===== config.mk =====
export PLATFORM = sky130hd
export DESIGN_NAME = bit_fifo
export DESIGN_NICKNAME = d
export VERILOG_FILES = /design/src/verilog/bit_fifo.sv
export SDC_FILE = /design/constraint.sdc
export NUM_CORES = 1
export LEC_CHECK = 0
export BUFFER_PORTS_ARGS = -buffer_cell sky130_fd_sc_hd__buf_2
export CAP_MARGIN = 20
export CORE_MARGIN = 2
export CORE_UTILIZATION = 50
export DETAILED_ROUTE_END_ITERATION = 7
export GPL_ROUTABILITY_DRIVEN = 0
export HOLD_SLACK_MARGIN = 0.15
export PLACE_DENSITY = 0.76
export REMOVE_ABC_BUFFERS = 1
export SYNTH_ARGS = -nofsm -noshare
export SYNTH_HDL_FRONTEND = slang
export SYNTH_SLANG_ARGS = --single-unit

===== constraint.sdc =====
create_clock -name clock -period 2.2 [get_ports clock]
set_input_delay 0.11 -clock clock [delete_from_list [all_inputs] [get_ports clock]]
set_output_delay 0.11 -clock clock [all_outputs]
set_load 0.01 [all_outputs]

===== src/verilog/bit_fifo.sv =====
// Small synchronous FIFO with valid/ready on both sides
`timescale 1ns/10ps
`default_nettype none
module bit_fifo #(
	parameter int WIDTH = 1,
	parameter int DEPTH = 32
) (
	// Clock and reset
	input wire logic clock,
	input wire logic reset,
	// Fill side
	input wire logic in_valid,
	output logic in_ready,
	input wire logic [WIDTH-1:0] in_data,
	// Drain side
	output logic out_valid,
	input wire logic out_ready,
	output logic [WIDTH-1:0] out_data
);
	localparam int AW = $clog2(DEPTH);
	logic [WIDTH-1:0] mem [DEPTH];
	logic [AW-1:0] wr_ff;
	logic [AW-1:0] rd_ff;
	logic [AW:0] cnt_ff;
	logic push;
	logic pop;
	assign in_ready = (cnt_ff != (AW+1)'(DEPTH));
	assign out_valid = (cnt_ff != '0);
	assign out_data = mem[rd_ff];
	assign push = in_valid && in_ready;
	assign pop = out_valid && out_ready;
	always_ff @(posedge clock) begin
		if (push) begin
			mem[wr_ff] <= in_data;
		end
		if (reset) begin
			wr_ff <= '0;
			rd_ff <= '0;
			cnt_ff <= '0;
		end else begin
			if (push) begin
				wr_ff <= (wr_ff == AW'(DEPTH-1)) ? '0 : wr_ff + 1'b1;
			end
			if (pop) begin
				rd_ff <= (rd_ff == AW'(DEPTH-1)) ? '0 : rd_ff + 1'b1;
			end
			cnt_ff <= cnt_ff + (AW+1)'(push) - (AW+1)'(pop);
		end
	end
endmodule
`default_nettype wire


# Word level (Yosys, flattened, before mapping)
# Memory sizes are Yosys's and may differ from the RTL's. A register that Yosys moved wholly into a read port is not among the register bits.
# Cells that the tools add are included.
[word_totals]
word_cells = 20
latchBits = 0
in_bits = 5
n_memories = 1
out_inout_bits = 3
mem_bits_rw = 32
register_bits = 16
rom_bits = 0
[classes]
n_lt_le_gt_ge = 0
n_reduce_logical = 3
eq_ne = 3
n_div = 0
add_sub_neg = 4
mul = 0
n_bitwise = 0
n_shift = 0
mux = 6
[memory_table]
columns = ["memory", "words", "word_bits", "read_ports", "rd_clocked_by_memory_dff", "write_ports", "line", "text"]
rows = [
  ["mem", 32, 1, 1, 1, 1, "21", "logic [WIDTH-1:0] mem [DEPTH];"],
]
[ops]
columns = ["op", "n"]
rows = [
  ["5-bit 2-to-1 mux", 4],
  ["5-bit by 1-bit adder with 5-bit output, second input constant", 2],
  ["5-bit == test, second input constant", 2],
  ["6-bit by 1-bit adder with 6-bit output", 1],
  ["6-bit inequality test, second input constant", 1],
  ["6-bit nonzero test", 1],
  ["6-bit by 1-bit subtractor with 6-bit output", 1],
  ["1-bit logical AND", 2],
  ["1-bit 2-to-1 mux", 2],
]

# Depth between registers and ports, before layout
# Gate-level depths: netlist of the first run.
[depth]
word_depth = 4
ltp_mapped = 14
mapped_depth_nobuf = 13

# Least setup slack after synthesis of the first run
# OpenSTA, ideal clock, no wires.
[synth_path]
path_type = "flip-flop to flip-flop"
start = "register cnt_ff[2]"
end = "register cnt_ff[4]"
n_path_buf = 1
slack_ps = -190
arrival_time_ps = 2262
setup_time_ps = 128
stages_incl_launch_ff = 15
t_required_ps = 2072
synth_period_minus_slack_ps = 2390
cell_sequence = "dfxtp_1 -> inv_1 -> ha_1 -> nand4bb_2 -> and2_1 -> buf_4 -> inv_4 -> ha_1 -> inv_1 -> ha_1 -> fa_1 -> a21oi_1 -> o21bai_1 -> xnor2_1 -> nor2_1"
[synth_via]
elab_chain_cells = 4
elab_cells_between_ends = 6
cone_classes = "add/sub: 2; eq/ne: 1; reduce/logical: 3"
[synth_lines]
columns = ["item", "line", "text"]
rows = [
  ["start, declared", "24", "logic [AW:0] cnt_ff;"],
  ["start signal, assigned", "47", "cnt_ff <= cnt_ff + (AW+1)'(push) - (AW+1)'(pop);"],
  ["6-bit inequality test", "27", "assign in_ready = (cnt_ff != (AW+1)'(DEPTH));"],
  ["via in_ready", "13", "output logic in_ready,"],
  ["1-bit logical AND", "30", "assign push = in_valid && in_ready;"],
  ["6-bit by 1-bit adder with 6-bit output", "47", ""],
  ["6-bit by 1-bit subtractor with 6-bit output", "47", ""],
]
# The timed path passes the listed nets, and every way through them passes these cells.
# A chain may end at the register's enable or synchronous reset.

# Final worst setup path of the first run
[layout_path]
start = "register cnt_ff[5]"
end = "register cnt_ff[4]"
[layout_via]
elab_chain_cells = 4
elab_cells_between_ends = 6
cone_classes = "add/sub: 2; eq/ne: 1; reduce/logical: 3"
[layout_lines]
columns = ["item", "line"]
rows = [
  ["6-bit inequality test", "27"],
  ["1-bit logical AND", "30"],
  ["6-bit by 1-bit adder with 6-bit output", "47"],
  ["6-bit by 1-bit subtractor with 6-bit output (*)", "47"],
]
# Mark *: on every way between the ends. The rest lies on a longest branch, timed or not.

==> results of run 1 <==
[timing repair]
item                                    CTS  global route
hold buffers                              1             0
setup buffers                             1             0
gates resized for setup                  11            13
pin swaps                                 4             6
hold endpoints to repair                  4             0
endpoints found under the setup margin    4             5
[worst reg2reg max path: stages (launching register included)]
cell	delay [ns]
dfxtp_2	0.35
inv_1	0.10
ha_4	0.17
nand4bb_4	0.12
nand2_2	0.08
inv_1	0.06
ha_4	0.26
inv_2	0.04
ha_4	0.15
fa_2	0.37
a21oi_2	0.14
o21bai_1	0.09
xnor2_1	0.17
nor2_1	0.06
[worst min-delay path by stage]
stage,slack [ns],endpoint,cells past startpoint
after floorplan,0.18,wr_ff[0],1
after global placement,0.43,rd_ff[4],3
after detailed placement,0.44,rd_ff[4],3
after CTS,0.19,cnt_ff[2],2
after global routing,0.20,cnt_ff[2],2
final,0.19,cnt_ff[2],2
[flip-flops by register name (all words and copies together) (netlist names), named ones only]
name,count
mem,32
cnt_ff,6
rd_ff,5
wr_ff,5
[metrics by stage]
stage                     hold WS, ns  instances  setup WS, ns  setup TNS (ns)
after floorplan                 0.179        216        -0.222          -0.407
after global placement          0.426        305        -0.107          -0.199
after detailed placement        0.438        305        -0.180          -0.408
after CTS                       0.189        315       0.00344               0
after global routing            0.200        315        -0.177          -0.359
final                           0.188        315       -0.0640          -0.119
[routing by layer]
layer	routed length [um]	vias to the layer above
met4	19	0
met2	2510	25
met3	106	2
met1	2190	820
li1	-	850
met5	0	-
[power breakdown]
part	leakage [uW]	internal (uW)	total, uW	switching, uW
Combinational	0.000503	614	1160	543
Clock	0.0000554	342	647	305
Sequential	0.000461	1140	1220	81.2
Total	0.00102	2100	3030	929
[final cells by class]
type                    count  area, um^2
flip-flops and latches     53        1390
well taps                  67        83.8
repair buffers             24         165
clock buffers               6        72.6
clock inverters             2        38.8
inverters                  14        55.1
fillers                   395        1830
multi-input cells         149        1160
[layout by cell type (no fill, tap or decap), types with 2 or more instances in the layout]
| master | count |
|---|---|
| inv_1 | 9 |
| a21oi_2 | 2 |
| dfxtp_2 | 4 |
| buf_4 | 16 |
| a21oi_1 | 10 |
| inv_2 | 4 |
| xnor2_1 | 2 |
| ha_4 | 5 |
| a31oi_1 | 4 |
| or4_1 | 3 |
| o211ai_1 | 3 |
| nand3b_1 | 4 |
| nand3_1 | 8 |
| nand2_1 | 15 |
| clkbuf_8 | 5 |
| a311oi_1 | 2 |
| o21ai_0 | 5 |
| edfxtp_1 | 32 |
| or3_1 | 2 |
| ha_1 | 11 |
| dfxtp_1 | 17 |
| mux2i_1 | 6 |
| buf_2 | 7 |
| nor2_1 | 40 |
| mux4_2 | 5 |
| nor2b_1 | 2 |
| and3_1 | 2 |
| nor4_1 | 2 |
| nand4bb_4 | 2 |
[cells by family after synthesis]
group | Yosys count | share of synthesized area
AND/OR/NAND/NOR | 88 | 0.177
flip-flops | 53 | 0.546
AO/OA/AOI/OAI | 29 | 0.0692
buffers and inverters | 23 | 0.0376
adder cells (fa/ha/maj) | 17 | 0.0870
multiplexers | 12 | 0.0727
XOR/XNOR | 3 | 0.0104
==> results.md, run 1 <==
* Critical Path AT at 2.45 ns
* Top cells by area, synth: edfxtp_1 38%, dfxtp_1 17%, ha_1 7.9%
* Die ar. at 5640 um^2
* Post-synthesis sequential area ratio at 0.546
* Peak VDD IR at 0.934 mV
* # IOs at 8
* Initial Utilization at 0.529
* Reg2Reg Setup Slack at -0.06 ns
* CP max FO at 2
* Worst R2R Start: cnt_ff[5]
* Post-route cell area at 2960 um^2
* CTS sink cnt at 53
* First-pass GRT wire length at 7530 um
* Worst slew margin at 0.678
* DP Wirelength at 3140 um
* Via count at 1697
* Clk Latency, worst-skew pair at 0.30 ns
* Post-synth EDFFs at 32
* Drt initial violations at 154
* Unrepaired setup endpoints after global routing: yes
* Crit Path Category: flop to flop
* Post-synth top cells: 40 x nor2_1, 32 x edfxtp_1, 21 x dfxtp_1, 16 x ha_1, 15 x nand2_1
* DRC violation count after routing at 0
* Pwr/cell area at 1020 nW/um^2
* Std-Cell Rows at 25
* RR Endpoint: cnt_ff[4]
* Gr ovfl total at 0
* Worst-Margin Slew at 0.483 ns
* Vias in the first global route at 1652
* WL/cell at 15.3 um
* Detailed Route WL at 4820 um
* Most frequent cell on the critical path: ha_4
* CP top delay family: adder cells
* Synthesized area per cell at 11.2 um^2
* Num CTS Buffers at 5
* WP depth at 13
* CTS Buffer Depth at 2
* Crit. Startpoint: cnt_ff[5]
* Placeable Area at 4790 um^2
* Die W at 75.1 um
* Clock skew at 0.0114 ns
* Final worst path period need at 2.26 ns
* Utilization after layout at 0.619
* Post-synthesis register bit count at 53
* P_leak at 0.00102 uW
* Largest net degree at the start of global routing at 33
* Met3 Resource Use GR at 0.0361
* Vias/cell at 5.39
* Root buffer selected by CTS: clkbuf_8
* Top-area cell type share of the netlist area at 0.380
* Most used routing layer: met2
* Crit path largest cell delay at 0.37 ns
* Total GRT Usage at 0.179
* Failing checks: negative setup slack
* Worst setup SP type: flop
* CTS tree: done
* Final period utilization at 1.03
* Synth unique cells at 40
* CTS clock-pin slew for the worst setup and hold paths at 0.09 ns
* Global Route met1 Usage at 0.234
* Power, Total at 3030 uW
* Crit end category: flop
* Maximum clock rate at 442 MHz
* Fraction of registers with async set/reset at 0
* Most frequent cell after synthesis: nor2_1
* Maxcap violations at 0
* Post-synth top flop: edfxtp_1
* Antenna violations before repair at 0
* Port bufs at 7
* Synthesized instance count at 225
* DP Area at 2720 um^2
* Critical-path cell list: inv_1, ha_4, nand4bb_4, nand2_2, inv_1, ha_4, inv_2, ha_4, fa_2, a21oi_2, o21bai_1, xnor2_1, nor2_1
* Worst Path Required at 2.39 ns
* H-tree depth at 2
* Area leader, netlist: edfxtp_1
* DIE HEIGHT at 75.1 um
* Syn Std Cell Area at 2530 um^2
* Slew Viols, Final at 0
* Final ANT Viol Nets at 0
* Crit path capture: cnt_ff[4]
* Reg2reg path depth at 13
* Final setup violating endpoints at 2
* Slowest cell on the critical path: fa_2
* Setup WS post-layout at -0.0640 ns
* Buf+Inv Stages, Crit Path at 3
* Yosys warns at 0
* Met2 Track Usage GR at 0.314
* Layout cells sized above 1 at 0.242
* Antenna cells at 0
* Nets at 269
* HP Start: reset
* Drt first pass iters at 5
* Layout Area Growth over Synthesis at 17.0%
* Hold Fails Final Rpt at 0
* Status: finished with violations
* Hold WC Path Type: input port to flop
(Power assumes the default switching activity.)
==> run 2: changes to the inputs <==
--- a/config.mk
+++ b/config.mk
@@ -5,14 +5,15 @@
 export SDC_FILE = /design/constraint.sdc
 export NUM_CORES = 1
 export LEC_CHECK = 0
-export BUFFER_PORTS_ARGS = -buffer_cell sky130_fd_sc_hd__buf_2
 export CAP_MARGIN = 20
+export CORE_ASPECT_RATIO = 2
 export CORE_MARGIN = 2
 export CORE_UTILIZATION = 50
 export DETAILED_ROUTE_END_ITERATION = 7
+export DONT_BUFFER_PORTS = 1
 export GPL_ROUTABILITY_DRIVEN = 0
 export HOLD_SLACK_MARGIN = 0.15
-export PLACE_DENSITY = 0.76
+export PLACE_DENSITY = 0.75
 export REMOVE_ABC_BUFFERS = 1
 export SYNTH_ARGS = -nofsm -noshare
 export SYNTH_HDL_FRONTEND = slang
==> run 2 against run 1 <==
The flow finishes with violations (negative hold slack). Sequential cell count unchanged. Utilization grew 0.052 points. Sequential share of layout area down 0.84 points. Clock power is 9.6% higher. Critical endpoint is now cnt_ff[5]. Highest routed layer unchanged.
==> results.md, run 2 (synthesized netlist as in run 1, its figures left out) <==
* P_leak at 0.00104 uW (was 0.00102 uW)
* Most frequent cells in the layout: 40 x nor2_1, 32 x edfxtp_1, 18 x dfxtp_1 (was 40 x nor2_1, 32 x edfxtp_1, 17 x dfxtp_1)
* RR Endpoint: cnt_ff[5] (was cnt_ff[4])
* Reg2Reg Setup Slack at 0.003 ns (was -0.06 ns)
* Die W at 54.3 um (was 75.1 um)
* Biggest regs: mem x32, cnt_ff x6 (unchanged)
* Final worst path period need at 2.20 ns (was 2.26 ns)
* Total GRT Usage at 0.199 (was 0.179)
* Slew Viols, Final at 0 (unchanged)
* Initial Utilization at 0.520 (was 0.529)
* CTS sink cnt at 53 (unchanged)
* Hold Fails Final Rpt at 14 (was 0)
* CTS clock-pin slew for the worst setup and hold paths at 0.09 ns (about the same)
* Maximum clock rate at 455 MHz (was 442 MHz)
* Clock skew at 0.00425 ns (was 0.0114 ns)
* Worst Path Required at 2.45 ns (was 2.39 ns)
* Reg2reg path depth at 12 (was 13)
* DIE HEIGHT at 105 um (was 75.1 um)
* Worst-Margin Slew at 0.944 ns (was 0.483 ns)
* Largest net degree at the start of global routing at 33 (unchanged)
* Max reg flops at 32 (unchanged)
* WL/cell at 16.9 um (was 15.3 um)
* Clk Latency, worst-skew pair at 0.30 ns (about the same)
* # IOs at 8 (unchanged)
* Crit end category: flop (unchanged)
* Power, Total at 3160 uW (was 3030 uW)
* Final setup violating endpoints at 0 (was 2)
* Hold WC Path Type: input port to flop (unchanged)
* Nets at 268 (was 269)
* Setup WS post-layout at 0.00340 ns (was -0.0640 ns)
* Vias in the first global route at 1787 (was 1652)
* Worst setup SP type: flop (unchanged)
* Failing checks: negative hold slack (was negative setup slack)
* Antenna violations before repair at 0 (unchanged)
* CTS Buffer Depth at 2 (unchanged)
* Cell count after placement at 286 (was 305)
* Std-Cell Rows at 36 (was 25)
* Most common cell after layout, fill and taps aside: nor2_1 (unchanged)
* Hold Path End: cnt_ff[3] (was cnt_ff[2])
* Layout cells sized above 1 at 0.231 (was 0.242)
* Port bufs at 0 (was 7)
* Post-Layout Cell Count at 304 (was 315)
* Crit Path Category: flop to flop (unchanged)
* Peak VDD IR at 0.978 mV (was 0.934 mV)
* First-pass GRT wire length at 8090 um (was 7530 um)
* DP Wirelength at 3620 um (was 3140 um)
* Pre-CTS WS at -0.183 ns (was -0.180 ns)
* CTS tree: done (unchanged)
* Pwr/cell area at 1050 nW/um^2 (was 1020 nW/um^2)
* Drt initial violations at 39 (was 154)
* Antenna cells at 0 (unchanged)
* Layout Area Growth over Synthesis at 19.0% (was 17.0%)
* Final period utilization at 0.998 (was 1.03)
* Worst slew margin at 0.368 (was 0.678)
* Biggest register: mem (unchanged)
* Placeable Area at 4860 um^2 (was 4790 um^2)
* Unrepaired setup endpoints after global routing: yes (unchanged)
* H-tree depth at 2 (unchanged)
* Num CTS Buffers at 5 (unchanged)
* Hold_ws at -0.139 ns (was 0.188 ns)
* Hold depth at 1 (was 2)
* Drt first pass iters at 4 (was 5)
* Die ar. at 5680 um^2 (was 5640 um^2)
* Worst R2R Start: cnt_ff[4] (was cnt_ff[5])
* Gr ovfl total at 0 (unchanged)
* Final ANT Viol Nets at 0 (unchanged)
* Maxcap violations at 0 (unchanged)
* Vias/cell at 5.78 (was 5.39)
* Root buffer selected by CTS: clkbuf_8 (unchanged)
* Status: finished with violations (unchanged)
* Detailed Route WL at 5130 um (was 4820 um)
* Critical Path AT at 2.44 ns (was 2.45 ns)
* CP max FO at 3 (was 2)
* DRC violation count after routing at 0 (unchanged)
* HP Start: reset (unchanged)
* Via count at 1758 (was 1697)
==> run 2: changes by cell type in the layout (fill, tap and decap cells not counted), sizes merged <==
| cell | change |
|---|---|
| dlygate4sd3 | +6 |
| buf | -7 |
==> run 2: metal layers <==
metal  wire length, um  global-route usage
met3               107              0.0229
met2              3180               0.382
met5                 0                   0
met4               157               0.104
met1              1690               0.180
==> run 2: worst max path at each step <==
stage	from	end	slack [ns]	cells after the start
final	cnt_ff[4]	cnt_ff[5]	0.003	12
after global routing	cnt_ff[3]	cnt_ff[5]	-0.1	12
after CTS	cnt_ff[2]	cnt_ff[5]	0.007	12
after detailed placement	cnt_ff[3]	cnt_ff[4]	-0.18	13
after global placement	cnt_ff[2]	cnt_ff[4]	-0.12	13
after floorplan	cnt_ff[2]	cnt_ff[4]	-0.22	13
==> run 2: final cells by class <==
cell class | instances | area, um^2
Inverter | 14 | 57.6
Clock inverter | 2 | 35.0
Sequential cell | 53 | 1390
Timing Repair Buffer | 23 | 190
Fill cell | 380 | 1850
Clock buffer | 6 | 93.8
Tap cell | 57 | 71.3
Multi-Input combinational cell | 149 | 1180
==> run 2: critical path: stages (launching register included) <==
cell and delay, ns:
dfxtp_1 0.31, inv_2 0.10, ha_4 0.16, nand4bb_4 0.11, and2_4 0.19, inv_4 0.06
ha_4 0.13, inv_4 0.04, ha_4 0.24, a21o_1 0.15, a21oi_4 0.08, or4_1 0.50
nand3_1 0.07
==> run 2: timing repair <==
item,4_1_cts,5_1_grt
hold buffers,8,1
setup buffers,0,3
pin swaps,3,10
resized for setup,13,18
endpoints found under the hold margin,53,15
endpoints found under the setup margin,4,7
==> run 2: report_power, final <==
part	total [uW]	switching [uW]	internal [uW]
Clock	709	303	406
Sequential	1220	81.2	1140
Combinational	1220	576	648
Total	3160	961	2190
==> run 2: per-stage QoR <==
stage | util | area, um^2 | setup TNS, ns
after global routing | 0.619 | 3010 | -0.160
after detailed placement | 0.547 | 2660 | -0.405
after global placement | 0.547 | 2660 | -0.207
after floorplan | - | 2490 | -0.407
final | 0.619 | 3010 | 0
after CTS | 0.598 | 2910 | 0
